$ cat src/common/idc_pkg.sv
// Package for the interrupt discovery and configuration capability.
// Assumes a config-space access port driven by the link core, one clock.
package idc_pkg;
	// Header field layout
	localparam logic [7:0] IDC_CAP_ID = 8'h08; // Link capability list item
	localparam logic [7:0] IDC_CAP_TYPE = 8'h80; // Interrupt discovery block
	localparam int IDC_ID_LSB = 0;
	localparam int IDC_PTR_LSB = 8;
	localparam int IDC_IDX_LSB = 16;
	localparam int IDC_TYPE_LSB = 24;
	// Word addresses inside the capability
	localparam logic HDR_WORD = 1'b0;
	localparam logic DATA_WORD = 1'b1;
	// Index map
	localparam logic [7:0] IDX_LAST = 8'h01;
	localparam logic [7:0] IDX_DEF_BASE = 8'h10;
	localparam int LAST_LSB = 16;
	// Definition register bits (64-bit)
	localparam int B_WAIT = 63;
	localparam int B_PASSPW = 62;
	localparam int B_EOIEN = 5;
	localparam int B_POL = 1;
	localparam int B_MASK = 0;
	// Writable bit mask and reset value of a definition register
	localparam logic [63:0] DEF_WR_MASK = 64'h40FF_FFFF_FFFF_FFFE | 64'h1;
	localparam logic [63:0] DEF_RESET = 64'h0000_0000_F800_0001;
	// Outgoing interrupt request
	typedef struct packed {
		logic [7:0] source;
		logic pass_pw;
		logic [55:2] info;
	} idc_msg_t;
	// Config access
	typedef struct packed {
		logic wr;
		logic rd;
		logic addr;
		logic [3:0] be;
		logic [31:0] wdata;
	} idc_cfg_req_t;
endpackage : idc_pkg

$ cat src/verilog/idc_src_edge.sv
// Per-source activity detector with programmable polarity.
// Assumes source level is synchronous to clk_sys_i.
`timescale 1ns/1ps
module idc_src_edge (
	input wire logic clk_sys_i,
	input wire logic reset_i,
	input wire logic level_i,
	input wire logic active_low_i,
	input wire logic external_i,
	output logic rise_o
);
	import idc_pkg::*;
	logic act; // Active under chosen polarity
	logic act_q; // Previous active state
	// Polarity only applies to external sources
	assign act = external_i ? (level_i ^ active_low_i) : level_i;
	assign rise_o = act & ~act_q;
	// History flop
	always_ff @(posedge clk_sys_i or posedge reset_i) begin
		if (reset_i) begin
			act_q <= 1'b0;
		end else begin
			act_q <= act;
		end
	end
endmodule : idc_src_edge

$ cat src/verilog/idc_def_mem.sv
// Read select for the definition words held in the core, registered read port.
// Assumes one access per cycle from the capability core.
`timescale 1ns/1ps
module idc_def_mem #(
	parameter int N = 4
) (
	input wire logic clk_sys_i,
	input wire logic reset_i,
	input wire logic [7:0] rsel_i,
	input wire logic rhalf_i,
	output logic [31:0] rdata_o,
	input wire logic [N*64-1:0] regs_i
);
	import idc_pkg::*;
	logic [63:0] word; // Selected definition
	assign word = (int'(rsel_i) < N) ? regs_i[rsel_i*64 +: 64] : '0;
	// Registered read data, even index low half, odd high half
	always_ff @(posedge clk_sys_i or posedge reset_i) begin
		if (reset_i) begin
			rdata_o <= '0;
		end else begin
			rdata_o <= rhalf_i ? word[63:32] : word[31:0];
		end
	end
endmodule : idc_def_mem

$ cat src/verilog/idc_core.sv
// Interrupt discovery and configuration capability, top level.
// Assumes config reads/writes one cycle each; read data one cycle later.
// How it works
// - Capability ID reads constant 08h
// - Next pointer read-only, parameter, zero if last
// - Header bits 23:16 index the dataport
// - Unassigned indexes read as zero
// - Index 01h reports interrupt count minus one
// - Interrupt n at index 10h plus 2n
// - Even index low half, odd high
// - Wait bit set on send with EOI requested, cleared by EOI
// - Writing one clears wait bit
// - PassPW bit set sends PassPW set
// - Fixed ordering makes PassPW read-only
// - Info 31:24 resets to F8h
// - Request EOI holds further requests while waiting
// - Message type bits 4:2 stored and sent
// - External polarity bit selects active low
// - Internal sources ignore polarity
// - Mask bit stops messages, resets to one
// - Definitions reset to defaults on warm reset
`timescale 1ns/1ps
module idc_core #(
	parameter int NUM_INT = 4,
	parameter logic [7:0] NEXT_PTR = 8'h00,
	parameter logic [NUM_INT-1:0] EXTERNAL = '1,
	parameter logic PASSPW_FIXED = 1'b0,
	parameter logic PASSPW_VALUE = 1'b0
) (
	input wire logic clk_sys_i,
	input wire logic reset_i,
	input wire idc_pkg::idc_cfg_req_t cfg_i,
	output logic [31:0] cfg_rdata_o,
	input wire logic [NUM_INT-1:0] src_i,
	input wire logic [NUM_INT-1:0] eoi_i,
	input wire logic posted_pending_i,
	input wire logic msg_ready_i,
	output logic msg_valid_o,
	output idc_pkg::idc_msg_t msg_o
);
	import idc_pkg::*;
	localparam logic [7:0] LAST_NUM = 8'(NUM_INT - 1);
	localparam int SW = (NUM_INT > 1) ? $clog2(NUM_INT) : 1; // Source index width
	logic [7:0] index_q; // Dataport index
	logic [NUM_INT*64-1:0] defs; // Flattened definitions
	logic [63:0] def_q [NUM_INT]; // Definition registers
	logic [NUM_INT-1:0] pend_q; // Requests awaiting send
	logic [NUM_INT-1:0] rise; // Activity edges
	logic [NUM_INT-1:0] send; // One-hot send grant
	logic [7:0] rel; // Index relative to definitions
	logic is_def; // Index hits a definition
	logic [7:0] dsel; // Definition number
	logic dhalf; // High half selected
	logic hdr_rd_q, last_rd_q, def_rd_q; // Read source flags
	logic [31:0] hdr_word; // Header read value
	logic [31:0] mem_rdata; // Definition read value
	logic hdr_wr, dat_wr; // Write strobes
	logic full_dw; // All byte lanes enabled
	logic [7:0] sel; // Chosen source
	logic any_ready; // Some source may send
	logic [NUM_INT-1:0] ready_src; // Sendable sources
	logic [NUM_INT-1:0] held; // Sources waiting for EOI
	logic [SW-1:0] sel_idx; // Chosen source as array index
	logic order_ok; // Chosen source may pass ordering
	logic load; // Chosen source enters the output stage
	logic msg_valid_q; // Output stage holds a message

	// Address decode of the dataport index
	assign rel = index_q - IDX_DEF_BASE;
	assign is_def = (index_q >= IDX_DEF_BASE) && (int'(rel[7:1]) < NUM_INT);
	assign dsel = {1'b0, rel[7:1]};
	assign dhalf = rel[0];
	assign full_dw = &cfg_i.be;
	assign hdr_wr = cfg_i.wr && cfg_i.addr == HDR_WORD && cfg_i.be[2];
	assign dat_wr = cfg_i.wr && cfg_i.addr == DATA_WORD && full_dw && is_def;
	// Header: constant ID, pointer, type; index writable
	assign hdr_word = {IDC_CAP_TYPE, index_q, NEXT_PTR, IDC_CAP_ID};

	// Index register
	always_ff @(posedge clk_sys_i or posedge reset_i) begin
		if (reset_i) begin
			index_q <= '0;
		end else if (hdr_wr) begin
			index_q <= cfg_i.wdata[IDC_IDX_LSB +: 8];
		end
	end

	// Read source flags for the registered read path
	always_ff @(posedge clk_sys_i or posedge reset_i) begin
		if (reset_i) begin
			hdr_rd_q <= 1'b0;
			last_rd_q <= 1'b0;
			def_rd_q <= 1'b0;
		end else begin
			hdr_rd_q <= cfg_i.rd && cfg_i.addr == HDR_WORD;
			last_rd_q <= cfg_i.rd && cfg_i.addr == DATA_WORD && index_q == IDX_LAST;
			def_rd_q <= cfg_i.rd && cfg_i.addr == DATA_WORD && is_def;
		end
	end

	// Read mux; reserved indexes fall through to zero
	assign cfg_rdata_o = hdr_rd_q ? hdr_word :
		last_rd_q ? {8'h00, LAST_NUM, 16'h0000} :
		def_rd_q ? mem_rdata : '0;

	// Registered definition read store
	idc_def_mem #(.N(NUM_INT)) u_mem (
		.clk_sys_i(clk_sys_i),
		.reset_i(reset_i),
		.rsel_i(dsel),
		.rhalf_i(dhalf),
		.rdata_o(mem_rdata),
		.regs_i(defs)
	);

	// Fixed priority pick of one ready source
	assign ready_src = pend_q & ~held;
	always_comb begin
		sel = '0;
		any_ready = 1'b0;
		for (int k = NUM_INT - 1; k >= 0; k--) begin
			if (ready_src[k]) begin
				sel = 8'(k);
				any_ready = 1'b1;
			end
		end
	end

	// Index of the chosen source into the definition array
	assign sel_idx = sel[SW-1:0];
	// Ordering: PassPW clear waits for earlier posted writes
	assign order_ok = def_q[sel_idx][B_PASSPW] || !posted_pending_i;
	// Load when the stage is empty or is being emptied at this edge
	// Fields are frozen in flops so the partner never sees them move
	assign load = any_ready && order_ok && (!msg_valid_q || msg_ready_i);
	// Valid stands until the partner takes the message
	assign msg_valid_o = msg_valid_q;

	// Per-source logic
	generate
		for (genvar n = 0; n < NUM_INT; n++) begin : g_src
			logic [63:0] wmask; // Writable bits in this half
			logic [63:0] wval; // Write data placed on 64 bits
			logic hit; // Write hits this definition
			logic hold; // EOI wait blocks sends
			assign defs[n*64 +: 64] = def_q[n];
			assign send[n] = load && sel == 8'(n);
			assign hit = dat_wr && dsel == 8'(n);
			assign wmask = dhalf ? {DEF_WR_MASK[63:32], 32'h0} : {32'h0, DEF_WR_MASK[31:0]};
			assign wval = dhalf ? {cfg_i.wdata, 32'h0} : {32'h0, cfg_i.wdata};
			assign hold = def_q[n][B_EOIEN] && def_q[n][B_WAIT];
			assign held[n] = hold;

			// Polarity aware activity detector
			idc_src_edge u_edge (
				.clk_sys_i(clk_sys_i),
				.reset_i(reset_i),
				.level_i(src_i[n]),
				.active_low_i(def_q[n][B_POL]),
				.external_i(EXTERNAL[n]),
				.rise_o(rise[n])
			);

			// Definition register; warm reset restores defaults
			always_ff @(posedge clk_sys_i or posedge reset_i) begin
				if (reset_i) begin
					def_q[n] <= DEF_RESET;
				end else begin
					if (hit) begin
						// Store writable info, type, polarity, mask
						def_q[n] <= (def_q[n] & ~wmask) | (wval & wmask);
						if (PASSPW_FIXED) begin
							def_q[n][B_PASSPW] <= PASSPW_VALUE;
						end
					end
					if (PASSPW_FIXED) begin
						def_q[n][B_PASSPW] <= PASSPW_VALUE;
					end
					// Wait bit: set on send wins over EOI or software clear
					if (send[n] && def_q[n][B_EOIEN]) begin
						def_q[n][B_WAIT] <= 1'b1;
					end else if (eoi_i[n] || (hit && dhalf && cfg_i.wdata[B_WAIT-32])) begin
						def_q[n][B_WAIT] <= 1'b0;
					end
				end
			end

			// Pending request: edge sets, send clears, mask drops
			always_ff @(posedge clk_sys_i or posedge reset_i) begin
				if (reset_i) begin
					pend_q[n] <= 1'b0;
				end else if (def_q[n][B_MASK]) begin
					pend_q[n] <= 1'b0;
				end else if (rise[n] && !hold) begin
					pend_q[n] <= 1'b1;
				end else if (send[n] || hold) begin
					pend_q[n] <= 1'b0;
				end
			end
		end
	endgenerate

	// Output stage: loads the chosen source, holds it until taken
	always_ff @(posedge clk_sys_i or posedge reset_i) begin
		if (reset_i) begin
			msg_valid_q <= 1'b0;
			msg_o <= '0;
		end else if (load) begin
			// New message, possibly behind one taken at this edge
			msg_valid_q <= 1'b1;
			msg_o.source <= sel;
			msg_o.pass_pw <= def_q[sel_idx][B_PASSPW];
			msg_o.info <= def_q[sel_idx][55:2];
		end else if (msg_ready_i) begin
			// Taken with nothing queued behind it
			msg_valid_q <= 1'b0;
		end
	end

	// Masked source never presents a request
	property p_mask_quiet;
		@(posedge clk_sys_i) disable iff (reset_i)
		def_q[0][B_MASK] |=> !pend_q[0];
	endproperty
	a_mask_quiet: assert property (p_mask_quiet) else $error("masked source pending");

	// Send with EOI enabled sets wait bit next cycle
	property p_wait_set;
		@(posedge clk_sys_i) disable iff (reset_i)
		send[0] && def_q[0][B_EOIEN] |=> def_q[0][B_WAIT];
	endproperty
	a_wait_set: assert property (p_wait_set) else $error("wait bit not set");

	// No send while EOI wait is held
	property p_hold;
		@(posedge clk_sys_i) disable iff (reset_i)
		held[0] |-> !send[0];
	endproperty
	a_hold: assert property (p_hold) else $error("send during eoi wait");

	// Ordering: PassPW clear never loads with posted writes queued
	property p_order;
		@(posedge clk_sys_i) disable iff (reset_i)
		load && !def_q[sel_idx][B_PASSPW] |-> !posted_pending_i;
	endproperty
	a_order: assert property (p_order) else $error("message passed posted");

	// Header ID and type are constant
	property p_hdr;
		@(posedge clk_sys_i) disable iff (reset_i)
		hdr_rd_q |-> cfg_rdata_o[7:0] == IDC_CAP_ID && cfg_rdata_o[31:24] == IDC_CAP_TYPE;
	endproperty
	a_hdr: assert property (p_hdr) else $error("bad header");

	// Reserved index reads zero
	property p_rsv;
		@(posedge clk_sys_i) disable iff (reset_i)
		cfg_i.rd && cfg_i.addr == DATA_WORD && !is_def && index_q != IDX_LAST
			|=> cfg_rdata_o == 32'h0;
	endproperty
	a_rsv: assert property (p_rsv) else $error("reserved index nonzero");

	// Last interrupt field
	property p_last;
		@(posedge clk_sys_i) disable iff (reset_i)
		last_rd_q |-> cfg_rdata_o[23:16] == LAST_NUM;
	endproperty
	a_last: assert property (p_last) else $error("bad last interrupt");

	// Software write of one clears wait without a send
	property p_sw_clear;
		@(posedge clk_sys_i) disable iff (reset_i)
		dat_wr && dsel == 8'h00 && dhalf && cfg_i.wdata[B_WAIT-32] && !send[0]
			|=> !def_q[0][B_WAIT];
	endproperty
	a_sw_clear: assert property (p_sw_clear) else $error("wait not cleared");

	// Checks on the request path, the output stage and the header fields

	// Returned EOI clears the wait bit when no send collides
	property p_eoi_clear;
		@(posedge clk_sys_i) disable iff (reset_i)
		eoi_i[0] && !send[0] |=> !def_q[0][B_WAIT];
	endproperty
	a_eoi_clear: assert property (p_eoi_clear) else $error("eoi left wait set");

	// Wait bit only rises on a send with EOI requesting on
	property p_wait_only;
		@(posedge clk_sys_i) disable iff (reset_i)
		!def_q[0][B_WAIT] && !(send[0] && def_q[0][B_EOIEN]) |=> !def_q[0][B_WAIT];
	endproperty
	a_wait_only: assert property (p_wait_only) else $error("wait set without send");

	// A held source drops its pending request
	property p_pend_held;
		@(posedge clk_sys_i) disable iff (reset_i)
		held[0] |=> !pend_q[0];
	endproperty
	a_pend_held: assert property (p_pend_held) else $error("held source pending");

	// At most one source is granted per cycle
	property p_one_send;
		@(posedge clk_sys_i) disable iff (reset_i)
		$onehot0(send);
	endproperty
	a_one_send: assert property (p_one_send) else $error("two sources granted");

	// A grant shows up as a valid message from that source
	property p_src_load;
		@(posedge clk_sys_i) disable iff (reset_i)
		send[0] |=> msg_valid_o && msg_o.source == 8'h00;
	endproperty
	a_src_load: assert property (p_src_load) else $error("grant not presented");

	// Valid stands until taken
	property p_valid_hold;
		@(posedge clk_sys_i) disable iff (reset_i)
		msg_valid_o && !msg_ready_i |=> msg_valid_o;
	endproperty
	a_valid_hold: assert property (p_valid_hold) else $error("valid dropped");

	// Fields do not move while the partner stalls
	property p_msg_stable;
		@(posedge clk_sys_i) disable iff (reset_i)
		msg_valid_o && !msg_ready_i |=> $stable(msg_o);
	endproperty
	a_msg_stable: assert property (p_msg_stable) else $error("message moved");

	// Header next pointer is the fixed parameter
	property p_hdr_ptr;
		@(posedge clk_sys_i) disable iff (reset_i)
		hdr_rd_q |-> cfg_rdata_o[15:8] == NEXT_PTR;
	endproperty
	a_hdr_ptr: assert property (p_hdr_ptr) else $error("bad next pointer");

	// Header index field reads back the dataport index
	property p_idx_rd;
		@(posedge clk_sys_i) disable iff (reset_i)
		hdr_rd_q |-> cfg_rdata_o[23:16] == index_q;
	endproperty
	a_idx_rd: assert property (p_idx_rd) else $error("bad index readback");
endmodule : idc_core

$ cat config.mk
export PLATFORM = sky130hd
export DESIGN_NAME = idc_core
export DESIGN_NICKNAME = d
export VERILOG_FILES = /design/src/common/idc_pkg.sv /design/src/verilog/idc_src_edge.sv /design/src/verilog/idc_def_mem.sv /design/src/verilog/idc_core.sv
export SDC_FILE = /design/constraint.sdc
export NUM_CORES = 1
export LEC_CHECK = 0
export BUFFER_PORTS_ARGS = -buffer_cell sky130_fd_sc_hd__buf_4
export CORE_MARGIN = 2
export CORE_UTILIZATION = 30
export DETAILED_ROUTE_END_ITERATION = 10
export PLACE_DENSITY_LB_ADDON = 0.12
export RECOVER_POWER = 50
export SETUP_SLACK_MARGIN = 0.1
export SLEW_MARGIN = 20
export SYNTH_ARGS = -nofsm -noshare
export SYNTH_HDL_FRONTEND = slang
export SYNTH_HIERARCHICAL = 1
export SYNTH_SLANG_ARGS = --single-unit
$ cat constraint.sdc
create_clock -name clk_sys_i -period 29 [get_ports clk_sys_i]
set_clock_uncertainty 0.05 [all_clocks]
set_input_delay 4.35 -clock clk_sys_i [delete_from_list [all_inputs] [get_ports clk_sys_i]]
set_output_delay 4.35 -clock clk_sys_i [all_outputs]
set_load 0.01 [all_outputs]
### Yosys cells after proc, flatten, opt, wreduce, memory -nomap -nowiden

Cells that the tools add are included.

* bitwise gates (word level): 26
* reduce and logical (&&, ||, !) cells: 68
* muxes and demuxes: 44
* shifts and indexed selects: 1
* equality and inequality tests: 7
* order comparisons: 3
* add/sub/neg operators: 1

Operators by type and width (number)
* two-way mux 64 bit: 6
* bitwise AND 64 bit: 4
* bitwise OR 64 bit: 4
* indexed part select 256 x 14 -> 64 bit: 1
* two-way mux 63 bit: 3
* binary-select mux 64 bit (select 2 bit): 1
* two-way mux 32 bit: 4
* bitwise AND 64 x 63 -> 64 bit: 1
* NOT 63 -> 64 bit: 1
* logical AND 1 bit: 40
* two-way mux 1 bit: 26
* two-way mux 8 bit: 3
* nonzero test 3 bit: 8
* equality test 8 x 1 -> 1 bit (second input constant): 2
* equality test 8 x 2 -> 1 bit (second input constant): 2
* zero test 8 bit: 2
* equality test 7 x 2 -> 1 bit (second input constant): 2
* logical OR 1 bit: 10
* greater-or-equal comparator 8 x 5 -> 1 bit (second input constant): 1
* subtractor 8 x 5 -> 8 bit (second input constant): 1
* equality test 7 x 1 -> 1 bit (second input constant): 1
* < comparator 7 x 3 -> 1 bit (second input constant): 1
* zero test 1 bit: 6
* NOT 1 bit: 5
* other kinds (9): 15

* word-level logic and storage cells: 175
* output and inout port bits: 96
* flip-flop bits (word level): 371
* input port bits: 51

### Longest topological paths before layout

Gate-level depths: netlist (run 1).

* word-level depth: 19
* gate-level depth with buffers: 9
* mapped depth without buffers: 7

### Modules after synthesis

The synthesis (run 1) kept the hierarchy.

By module, submodules not included
* idc_core: cells each 1021, area an instance 13560.5 µm², instances 1, seq. area each 7662.3 µm²
* idc_def_mem: cells each 294, area an instance 3020.4 µm², instances 1, seq. area each 800.8 µm²
* idc_src_edge: cells each 7, area an instance 66.3 µm², instances 4, seq. area each 25.0 µm²

### Worst setup path after synthesis (run 1)

OpenSTA, ideal clock, no wires.

* path type: input to register
* start point: input cfg_i[36] in the netlist's numbering
* end point: register (tool-made name)
* required time: 28.822 ns
* stages on the path: 7
* buffers on the path: 2
* slack: 22.657 ns
* arrival: 6.165 ns
* setup time: 0.128 ns
* cell sequence: nand2_1 -> nor4_1 -> nand3_1 -> or4b_1 -> clkbuf_1 -> buf_2 -> mux2_1

RTL lines
* start, declared: RTL line idc_core.sv:32 `input wire idc_pkg::idc_cfg_req_t cfg_i,`

==> results of run 1 <==
critical path, cell delays in order:
cell        delay (ns)
clkbuf_1          0.16
clkinvlp_2        2.54
clkbuf_1          3.06
routing by layer:
layer	part of all wire (%)	wire length, um	GRT usage (%)	vias up
met1	47	24840	25.29	6001
met5	0.015	8	0	-
li1	-	-	-	5172
met3	4.0	2117	2.711	79
met2	47	24630	29.71	237
met4	2.2	1166	5.630	2
final cells by class:
type                            count  area, um2
Multi-Input combinational cell    866       7724
Tap cell                          748      935.9
Inverter                           67      252.7
Sequential cell                   341       8563
Clock inverter                     13      126.4
Fill cell                        5545      35490
Clock buffer                       64       1275
Timing Repair Buffer              162      945.9
cell usage after synthesis, drive strengths merged, types with 5 or more instances:
| cell | count |
|---|---|
| o22ai | 32 |
| a221o | 54 |
| clkbuf | 62 |
| dfrtp | 317 |
| o21ai | 12 |
| mux2i | 117 |
| nand2 | 16 |
| nor2 | 9 |
| a22o | 38 |
| nor3 | 33 |
| inv | 67 |
| and2 | 23 |
| nor2b | 10 |
| buf | 40 |
| dfstp | 24 |
| a31oi | 5 |
| and3 | 56 |
| mux2 | 305 |
| a21oi | 64 |
power by group:
| group | switching (W) | internal, W | total, W |
|---|---|---|---|
| registers | 0.0000148 | 0.000483 | 0.000498 |
| logic | 0.000115 | 0.0000608 | 0.000176 |
| clock network | 0.000215 | 0.000321 | 0.000536 |
| total | 0.000344 | 0.000865 | 0.00121 |
per-stage QoR:
stage          cells  util (%)  hold WS, ns
2_1_floorplan   1376         -       0.4174
3_5_place_dp    2184     33.82       0.4480
4_1_cts         2261     36.35       0.4615
5_1_grt         2261     35.84       0.4721
3_3_place_gp    2184     33.82       0.4394
6_report        2261     35.84       0.4565
cells by family after synthesis:
logic type | share of synthesized area (%)
buf+inv | 4.538
xor+xnor | 0.2599
other cells | 0.04458
simple gates | 6.083
fa+ha+maj | 0.1485
mux | 28.10
flops | 50.83
compound gates | 9.997
worst max path at each step:
stage	startpoint	end	slack, ns	depth (start not counted)
floorplan	reset_i	async pin	16.21	1
global placement	cfg_i[36]	flop	21.48	6
detailed placement	cfg_i[36]	flop	21.53	6
CTS	def_rd_q	cfg_rdata_o[5]	21.80	4
global route	reset_i	async pin	16.91	3
finish	reset_i	async pin	18.33	3
==> results.sh, run 1 <==
export IMPL_status="complete, but fails checks"
export IMPL_violations="capacitance limit, slew limit"
export IMPL_yosysWarnings=6
export IMPL_dpl_instance_area_um2=18700
export IMPL_grt_pass1_wl_um=79470
export IMPL_synthCells=1343
export IMPL_die_y_um=241.0
export IMPL_coreArea_um2=55310
export IMPL_areaGrowthSynthToFinish_pct=17.67
export IMPL_dieArea_um2=58070
export IMPL_final_cell_mix="317 x dfrtp_1, 234 x mux2_2, 117 x mux2i_1"
export IMPL_synth_ff_type="dfrtp_1"
export IMPL_power_w=0.001209
export IMPL_synth_async_reset_ratio_pct=100.0
export IMPL_post_drt_wl_per_cell_um=23.33
export IMPL_track_usage_pct=18.34
export IMPL_worstMarginPinSlew_ns=4.500
export IMPL_grt_pass1_vias=12081
export IMPL_final_max_slew_violation_count=474
export IMPL_final_common_cell="dfrtp_1"
export IMPL_cp_required_ns=28.64
export IMPL_cts_buffers=42
export IMPL_fin_setup_tns_ns=0
export IMPL_drive_gt1_share_pct=31.33
export IMPL_synth_seq_cells=341
export IMPL_fin_crit_sh_pct=36.78
export IMPL_cp_end_kind="async pin"
export IMPL_rsz0062_at_grt="no"
export IMPL_cts_buffer_depth=3
export IMPL_start_util_pct=30.46
export IMPL_syn_cell_area_um2=16850
export IMPL_ys_types=55
export IMPL_die_w_um=241.0
export IMPL_dr_first_iter_drc_count=487
export IMPL_cts_tree="done"
export IMPL_clk_root_buffer_cell="clkbuf_16"
export IMPL_cts_reportedPaths_clkPinSlew_ns=0.06
export IMPL_final_area_um2=19820
export IMPL_powerDensity_nw_per_um2=60.99
export IMPL_cap_viol_max_count=9
export IMPL_gr_total_overflow=0
export IMPL_worst_slack_ns=18.33
export IMPL_dp_hpwl_um=30870
export IMPL_port_buffers=140
export IMPL_yosysSeqAreaShare_pct=50.83
export IMPL_relSlewSlack_pct=-201.6
export IMPL_rr_worst_depth=5
export IMPL_nets=1533
export IMPL_min_period_ns=10.67
export IMPL_hold_path_depth=1
export IMPL_synth_top_area_share_pct=47.09
export IMPL_grt_max_degree=93
export IMPL_arrival_ns=10.31
export IMPL_worstSetupPathType="in2async"
export IMPL_hold_path_class="reg2reg"
export IMPL_leakage_nw=9.721
export IMPL_htreeDepth=2
export IMPL_synth_top_cell_by_area="dfrtp_1"
export IMPL_startpoint_type="primary input"
export IMPL_cts_sinks=341
export IMPL_yosys_top_cells_area="dfrtp_1 47%, mux2_2 16%, mux2i_1 7.0%"
export IMPL_ctsHoldBuffers=0
export IMPL_drc=0
export IMPL_postCtsSetupRepairBufs=0
export IMPL_place_gp_congestion=0.7568
export IMPL_io_pins=147
export IMPL_synth_area_per_cell_um2=12.54
export IMPL_drtAntennaViolNets=0
export IMPL_routed_wl_um=52760
export IMPL_cts_resized=0
export IMPL_viasPerCell=5.082
export IMPL_fmax_ghz=0.09375
export IMPL_num_vias=11491
export IMPL_rrSetupSlack_ns=20.78
export IMPL_pre_cts_ws_ns=21.53
export IMPL_firstDrtPassIters=5
export IMPL_synth_enable_flop_cells=0
export IMPL_critPathMaxFanout=92
export IMPL_r2r_start="index_q[2]"
export IMPL_finalHoldViolCount=0
export IMPL_setup_violations_final=0
export IMPL_antenna_cells=0
export IMPL_clock_latency_ns=0.58
export IMPL_antenna_found_initial=2
export IMPL_core_rowCount=86
export IMPL_max_vdd_ir_drop_uv=38.65
No activity file was read; power rests on OpenSTA's default activity.
==> run 2, diff against run 1 <==
==> constraint.sdc (replaced) <==
create_clock -name clk_sys_i -period 10.78 [get_ports clk_sys_i]
set_clock_uncertainty 0.05 [all_clocks]
set_input_delay 1.617 -clock clk_sys_i [delete_from_list [all_inputs] [get_ports clk_sys_i]]
set_output_delay 1.617 -clock clk_sys_i [all_outputs]
set_load 0.01 [all_outputs]
==> run 2 against run 1 <==
  * The run still ends with capacitance limit, slew limit left
  * Largest power group unchanged
  * Final cell count is essentially flat
  * Critical path type is now reg2reg
  * First-iteration DRC count grew 12%
  * Utilization is essentially flat
  * Sequential power grew to 2.7 times the previous value
  * Combinational power grew to 2.7 times the previous value
  * Sequential cell count is the same
  * Worst setup slack lost 14 ns
  * Via count grew 0.80%
  * Sequential share of layout area is essentially flat
  * Routed wire length shrank 0.27%
  * Final area is essentially flat
==> results.sh, run 2 (same netlist as run 1, synthesis figures left out) <==
export IMPL_status="complete, but fails checks"
export IMPL_violations="capacitance limit, slew limit"
export IMPL_areaGrowthSynthToFinish_pct=17.59
export IMPL_cts_sinks=341
export IMPL_rsz0062_at_grt="no"
export IMPL_cap_viol_max_count=6
export IMPL_final_cells=2259
export IMPL_r2r_start="index_q[2]"
export IMPL_die_w_um=241.0
export IMPL_grt_pass1_wl_um=79660
export IMPL_num_vias=11583
export IMPL_io_pins=147
export IMPL_powerDensity_nw_per_um2=162.6
export IMPL_relSlewSlack_pct=-199.2
export IMPL_firstDrtPassIters=5
export IMPL_leakage_nw=9.729
export IMPL_cts_tree="done"
export IMPL_viasPerCell=5.127
export IMPL_cp_required_ns=11.16
export IMPL_htreeDepth=2
export IMPL_dpl_instance_area_um2=18700
export IMPL_port_buffers=140
export IMPL_post_route_util_pct=35.82
export IMPL_grt_pass1_vias=12133
export IMPL_cts_buffers=42
export IMPL_max_vdd_ir_drop_uv=102.9
export IMPL_startpoint_type="flop"
export IMPL_placedCellCount=2184
export IMPL_drive_gt1_share_pct=31.44
export IMPL_hold_path_depth=1
export IMPL_cp_end_kind="flop"
export IMPL_dp_hpwl_um=30850
export IMPL_clk_root_buffer_cell="clkbuf_16"
export IMPL_cts_buffer_depth=3
export IMPL_finalHoldViolCount=0
export IMPL_die_y_um=241.0
export IMPL_final_area_um2=19810
export IMPL_critPathMaxFanout=48
export IMPL_rrSetupSlack_ns=4.15
export IMPL_antenna_found_initial=1
export IMPL_start_util_pct=30.46
export IMPL_place_gp_congestion=0.7556
export IMPL_postCtsSetupRepairBufs=0
export IMPL_coreArea_um2=55310
export IMPL_drtAntennaViolNets=0
export IMPL_routed_wl_um=52620
export IMPL_final_common_cell="dfrtp_1"
export IMPL_arrival_ns=7.01
export IMPL_cts_reportedPaths_clkPinSlew_ns=0.06
export IMPL_hold_path_class="reg2reg"
export IMPL_track_usage_pct=18.32
export IMPL_min_period_ns=6.631
export IMPL_worstSetupPathType="reg2reg"
export IMPL_setup_violations_final=0
export IMPL_cts_resized=0
export IMPL_fin_crit_sh_pct=61.51
export IMPL_core_rowCount=86
export IMPL_final_max_slew_violation_count=305
export IMPL_post_drt_wl_per_cell_um=23.29
export IMPL_drc=0
export IMPL_gr_total_overflow=0
export IMPL_fmax_ghz=0.1508
export IMPL_grt_max_degree=93
export IMPL_dr_first_iter_drc_count=545
export IMPL_rr_worst_depth=5
export IMPL_dieArea_um2=58070
export IMPL_ctsHoldBuffers=0
export IMPL_antenna_cells=0
export IMPL_clock_latency_ns=0.56
export IMPL_nets=1533
export IMPL_final_cell_mix="317 x dfrtp_1, 234 x mux2_2, 117 x mux2i_1"
export IMPL_worstMarginPinSlew_ns=4.463
export IMPL_fin_setup_tns_ns=0
-- run 2: through the flow --
stage                     hold WS [ns]  total power, W  setup slack [ns]
final                           0.4563        0.003220             4.149
after CTS                       0.4614        0.003268             6.300
after floorplan                 0.4174        0.001639            0.7217
after global routing            0.4731        0.003355             3.847
after global placement          0.4398        0.001831             5.996
after detailed placement        0.4485        0.001833             6.010
-- run 2: power by group --
group	internal, W	leakage [nW]	total (W)	switching [W]
Combinational	0.000160	4.42	0.000467	0.000307
Clock	0.000852	0.685	0.00141	0.000562
Sequential	0.00130	4.63	0.00134	0.0000406
Total	0.00231	9.73	0.00322	0.000910
-- run 2: area by class of cell --
| type | instances | area (um2) |
|---|---|---|
| Inverter | 67 | 252.7 |
| Tap cell | 748 | 935.9 |
| Clock inverter | 9 | 71.32 |
| Timing Repair Buffer | 162 | 968.4 |
| Sequential cell | 341 | 8563 |
| Multi-Input combinational cell | 866 | 7714 |
| Clock buffer | 66 | 1305 |
| Fill cell | 5556 | 35500 |
-- run 2: metal layers --
metal | routed length (um) | track usage [%] | vias up
li1 | - | - | 5180
met1 | 24600 | 25.34 | 6055
met2 | 24700 | 29.59 | 269
met3 | 2192 | 2.768 | 77
met4 | 1112 | 5.499 | 2
met5 | 8 | 0 | -
-- run 2: worst max path at each step --
stage	startpoint	endpoint	depth (start not counted)
6_report	index_q[2]	flop	5
5_1_grt	index_q[2]	flop	5
4_1_cts	def_rd_q	cfg_rdata_o[5]	4
3_5_place_dp	cfg_i[36]	flop	6
3_3_place_gp	cfg_i[36]	flop	6
2_1_floorplan	reset_i	async pin	1
-- run 2: worst max-delay path, cell delays in order, from the launching register on --
cell and delay [ns]:
dfrtp_1 1.99, clkbuf_1 2.31, buf_4 0.90, or4b_2 0.25, buf_4 0.54, mux2_1 0.38
==> run 3, diff against run 2 <==
==> constraint.sdc (replaced) <==
create_clock -name clk_sys_i -period 6.1 [get_ports clk_sys_i]
set_clock_uncertainty 0.05 [all_clocks]
set_input_delay 0.915 -clock clk_sys_i [delete_from_list [all_inputs] [get_ports clk_sys_i]]
set_output_delay 0.915 -clock clk_sys_i [all_outputs]
set_load 0.01 [all_outputs]
==> run 3 against run 2 <==
  * The run still ends with capacitance limit, slew limit left
  * Critical path depth down 2
  * Worst setup slack worse by 2.0 ns
  * Final cell count up 0.13%
  * Sequential power up 75%
  * Die area unchanged
  * Sequential cell count unchanged
  * First-iteration DRC count up 23%
  * Count of clock-buffer cells in the layout unchanged
  * Sequential share of layout area down 0.15 points
  * Largest cell class unchanged
==> results.sh, run 3 (same netlist as run 1, synthesis figures left out) <==
export IMPL_status="complete, but fails checks"
export IMPL_violations="capacitance limit, slew limit"
export IMPL_io_pins=147
export IMPL_port_buffers=140
export IMPL_max_vdd_ir_drop_uv=198.3
export IMPL_dp_hpwl_um=30750
export IMPL_gr_total_overflow=0
export IMPL_wl_met3_um=2163
export IMPL_die_w_um=241.0
export IMPL_hold_path_class="in2async"
export IMPL_fmax_ghz=0.2555
export IMPL_areaGrowthSynthToFinish_pct=18.06
export IMPL_min_period_ns=3.913
export IMPL_critPathSlowestCell="clkbuf_2"
export IMPL_routed_wl_um=53750
export IMPL_antenna_cells=0
export IMPL_fin_crit_sh_pct=64.15
export IMPL_drtAntennaViolNets=0
export IMPL_dieArea_um2=58070
export IMPL_finalHoldViolCount=0
export IMPL_coreArea_um2=55310
export IMPL_wl_met1_um=25500
export IMPL_drive_gt1_share_pct=32.17
export IMPL_drc=0
export IMPL_critPathTopFamily="buffers and inverters"
export IMPL_startpoint_type="primary input"
export IMPL_grt_max_degree=178
export IMPL_cp_depth=3
export IMPL_dr_first_iter_drc_count=671
export IMPL_grt_pass1_wl_um=80310
export IMPL_cap_viol_max_count=5
export IMPL_worstMarginPinSlew_ns=2.853
export IMPL_cp_end_kind="async pin"
export IMPL_nets=1537
export IMPL_cts_buffer_depth=3
export IMPL_final_cells=2262
export IMPL_viasPerCell=5.101
export IMPL_relSlewSlack_pct=-90.18
export IMPL_place_gp_congestion=0.7479
export IMPL_rr_worst_depth=7
export IMPL_clock_latency_ns=0.57
export IMPL_track_usage_pct=18.62
export IMPL_post_drt_wl_per_cell_um=23.76
export IMPL_firstDrtPassIters=4
export IMPL_final_common_cell="dfrtp_1"
export IMPL_cts_buffers=41
export IMPL_pre_cts_ws_ns=2.229
export IMPL_leakage_nw=9.783
export IMPL_topRoutingLayerUsed="met4"
export IMPL_placedCellCount=2187
export IMPL_critPathMaxFanout=79
export IMPL_antenna_found_initial=1
export IMPL_fin_setup_tns_ns=0
export IMPL_setup_violations_final=0
export IMPL_powerDensity_nw_per_um2=286.4
export IMPL_worstPathCellList="clkbuf_1, clkinvlp_2, clkbuf_2"
export IMPL_cts_resized=0
export IMPL_cts_reportedPaths_clkPinSlew_ns=0.05
export IMPL_grt_pass1_vias=12116
export IMPL_clk_root_buffer_cell="clkbuf_16"
export IMPL_final_cell_mix="316 x dfrtp_1, 234 x mux2_2, 117 x mux2i_1"
export IMPL_rsz0062_at_grt="no"
export IMPL_crit_path_max_incr_delay_ns=1.70
export IMPL_ctsHoldBuffers=0
export IMPL_critPathBufInv=3
export IMPL_die_y_um=241.0
export IMPL_cts_tree="done"
export IMPL_start_util_pct=30.46
export IMPL_cp_required_ns=5.99
export IMPL_arrival_ns=3.80
export IMPL_route_met2_wl_um=24870
export IMPL_postCtsSetupRepairBufs=0
export IMPL_htreeDepth=2
export IMPL_cts_sinks=341
export IMPL_worst_slack_ns=2.187
export IMPL_final_max_slew_violation_count=246
export IMPL_core_rowCount=86
export IMPL_num_vias=11539
export IMPL_worstSetupPathType="in2async"
[run 3: path summary, 6_finish.rpt]
| path | startpoint | to | slack (ns) |
|---|---|---|---|
| worst max-delay path | reset_i | index_q[2] | 2.19 |
| worst min-delay path | reset_i | g_src[2].u_edge/act_q | 0.26 |
| worst max register to register | index_q[4] | flop | 2.24 |
| worst min register to register | flop | flop | 0.46 |
| max in group clk_sys_i | index_q[4] | flop | 2.24 |
| min in group clk_sys_i | flop | flop | 0.46 |
[run 3: area by class of cell]
type | count | area, um2
clock buffers | 66 | 1280
fillers | 5565 | 35420
clock inverters | 7 | 85.08
flip-flops and latches | 341 | 8567
multi-input cells | 866 | 7719
inverters | 67 | 252.7
repair buffers | 167 | 1049
well taps | 748 | 935.9
[run 3: worst reg2reg max path, stage by stage (launching register included)]
cell	delay [ns]
dfrtp_1	0.46
inv_1	0.09
ha_1	0.23
xor2_1	0.17
nor4_1	0.81
nand4_1	1.07
buf_4	0.57
mux2_2	0.30
[run 3: power by group]
| part | total [W] | internal [W] | switching [W] |
|---|---|---|---|
| clock | 0.00251 | 0.00151 | 0.000995 |
| combinational | 0.000846 | 0.000273 | 0.000573 |
| sequential | 0.00234 | 0.00230 | 0.0000468 |
| total | 0.00570 | 0.00408 | 0.00162 |
[run 3: metrics by stage]
stage          total power (W)  hold slack [ns]  cell area [um2]  utilization [%]
2_1_floorplan         0.002897           0.4174            16970                -
3_3_place_gp          0.003241           0.4421            18730            33.86
3_5_place_dp          0.003244           0.4499            18730            33.86
4_1_cts               0.005790           0.1668            20090            36.33
5_1_grt               0.005927           0.2622            19890            35.96
6_report              0.005696           0.2600            19890            35.96
[run 3: per-layer routing]
metal  vias to the layer above  global-route usage, %
li1                       5187                      -
met1                      6038                  26.23
met2                       236                  29.44
met3                        78                  2.688
met4                         0                  5.911
met5                         -                      0
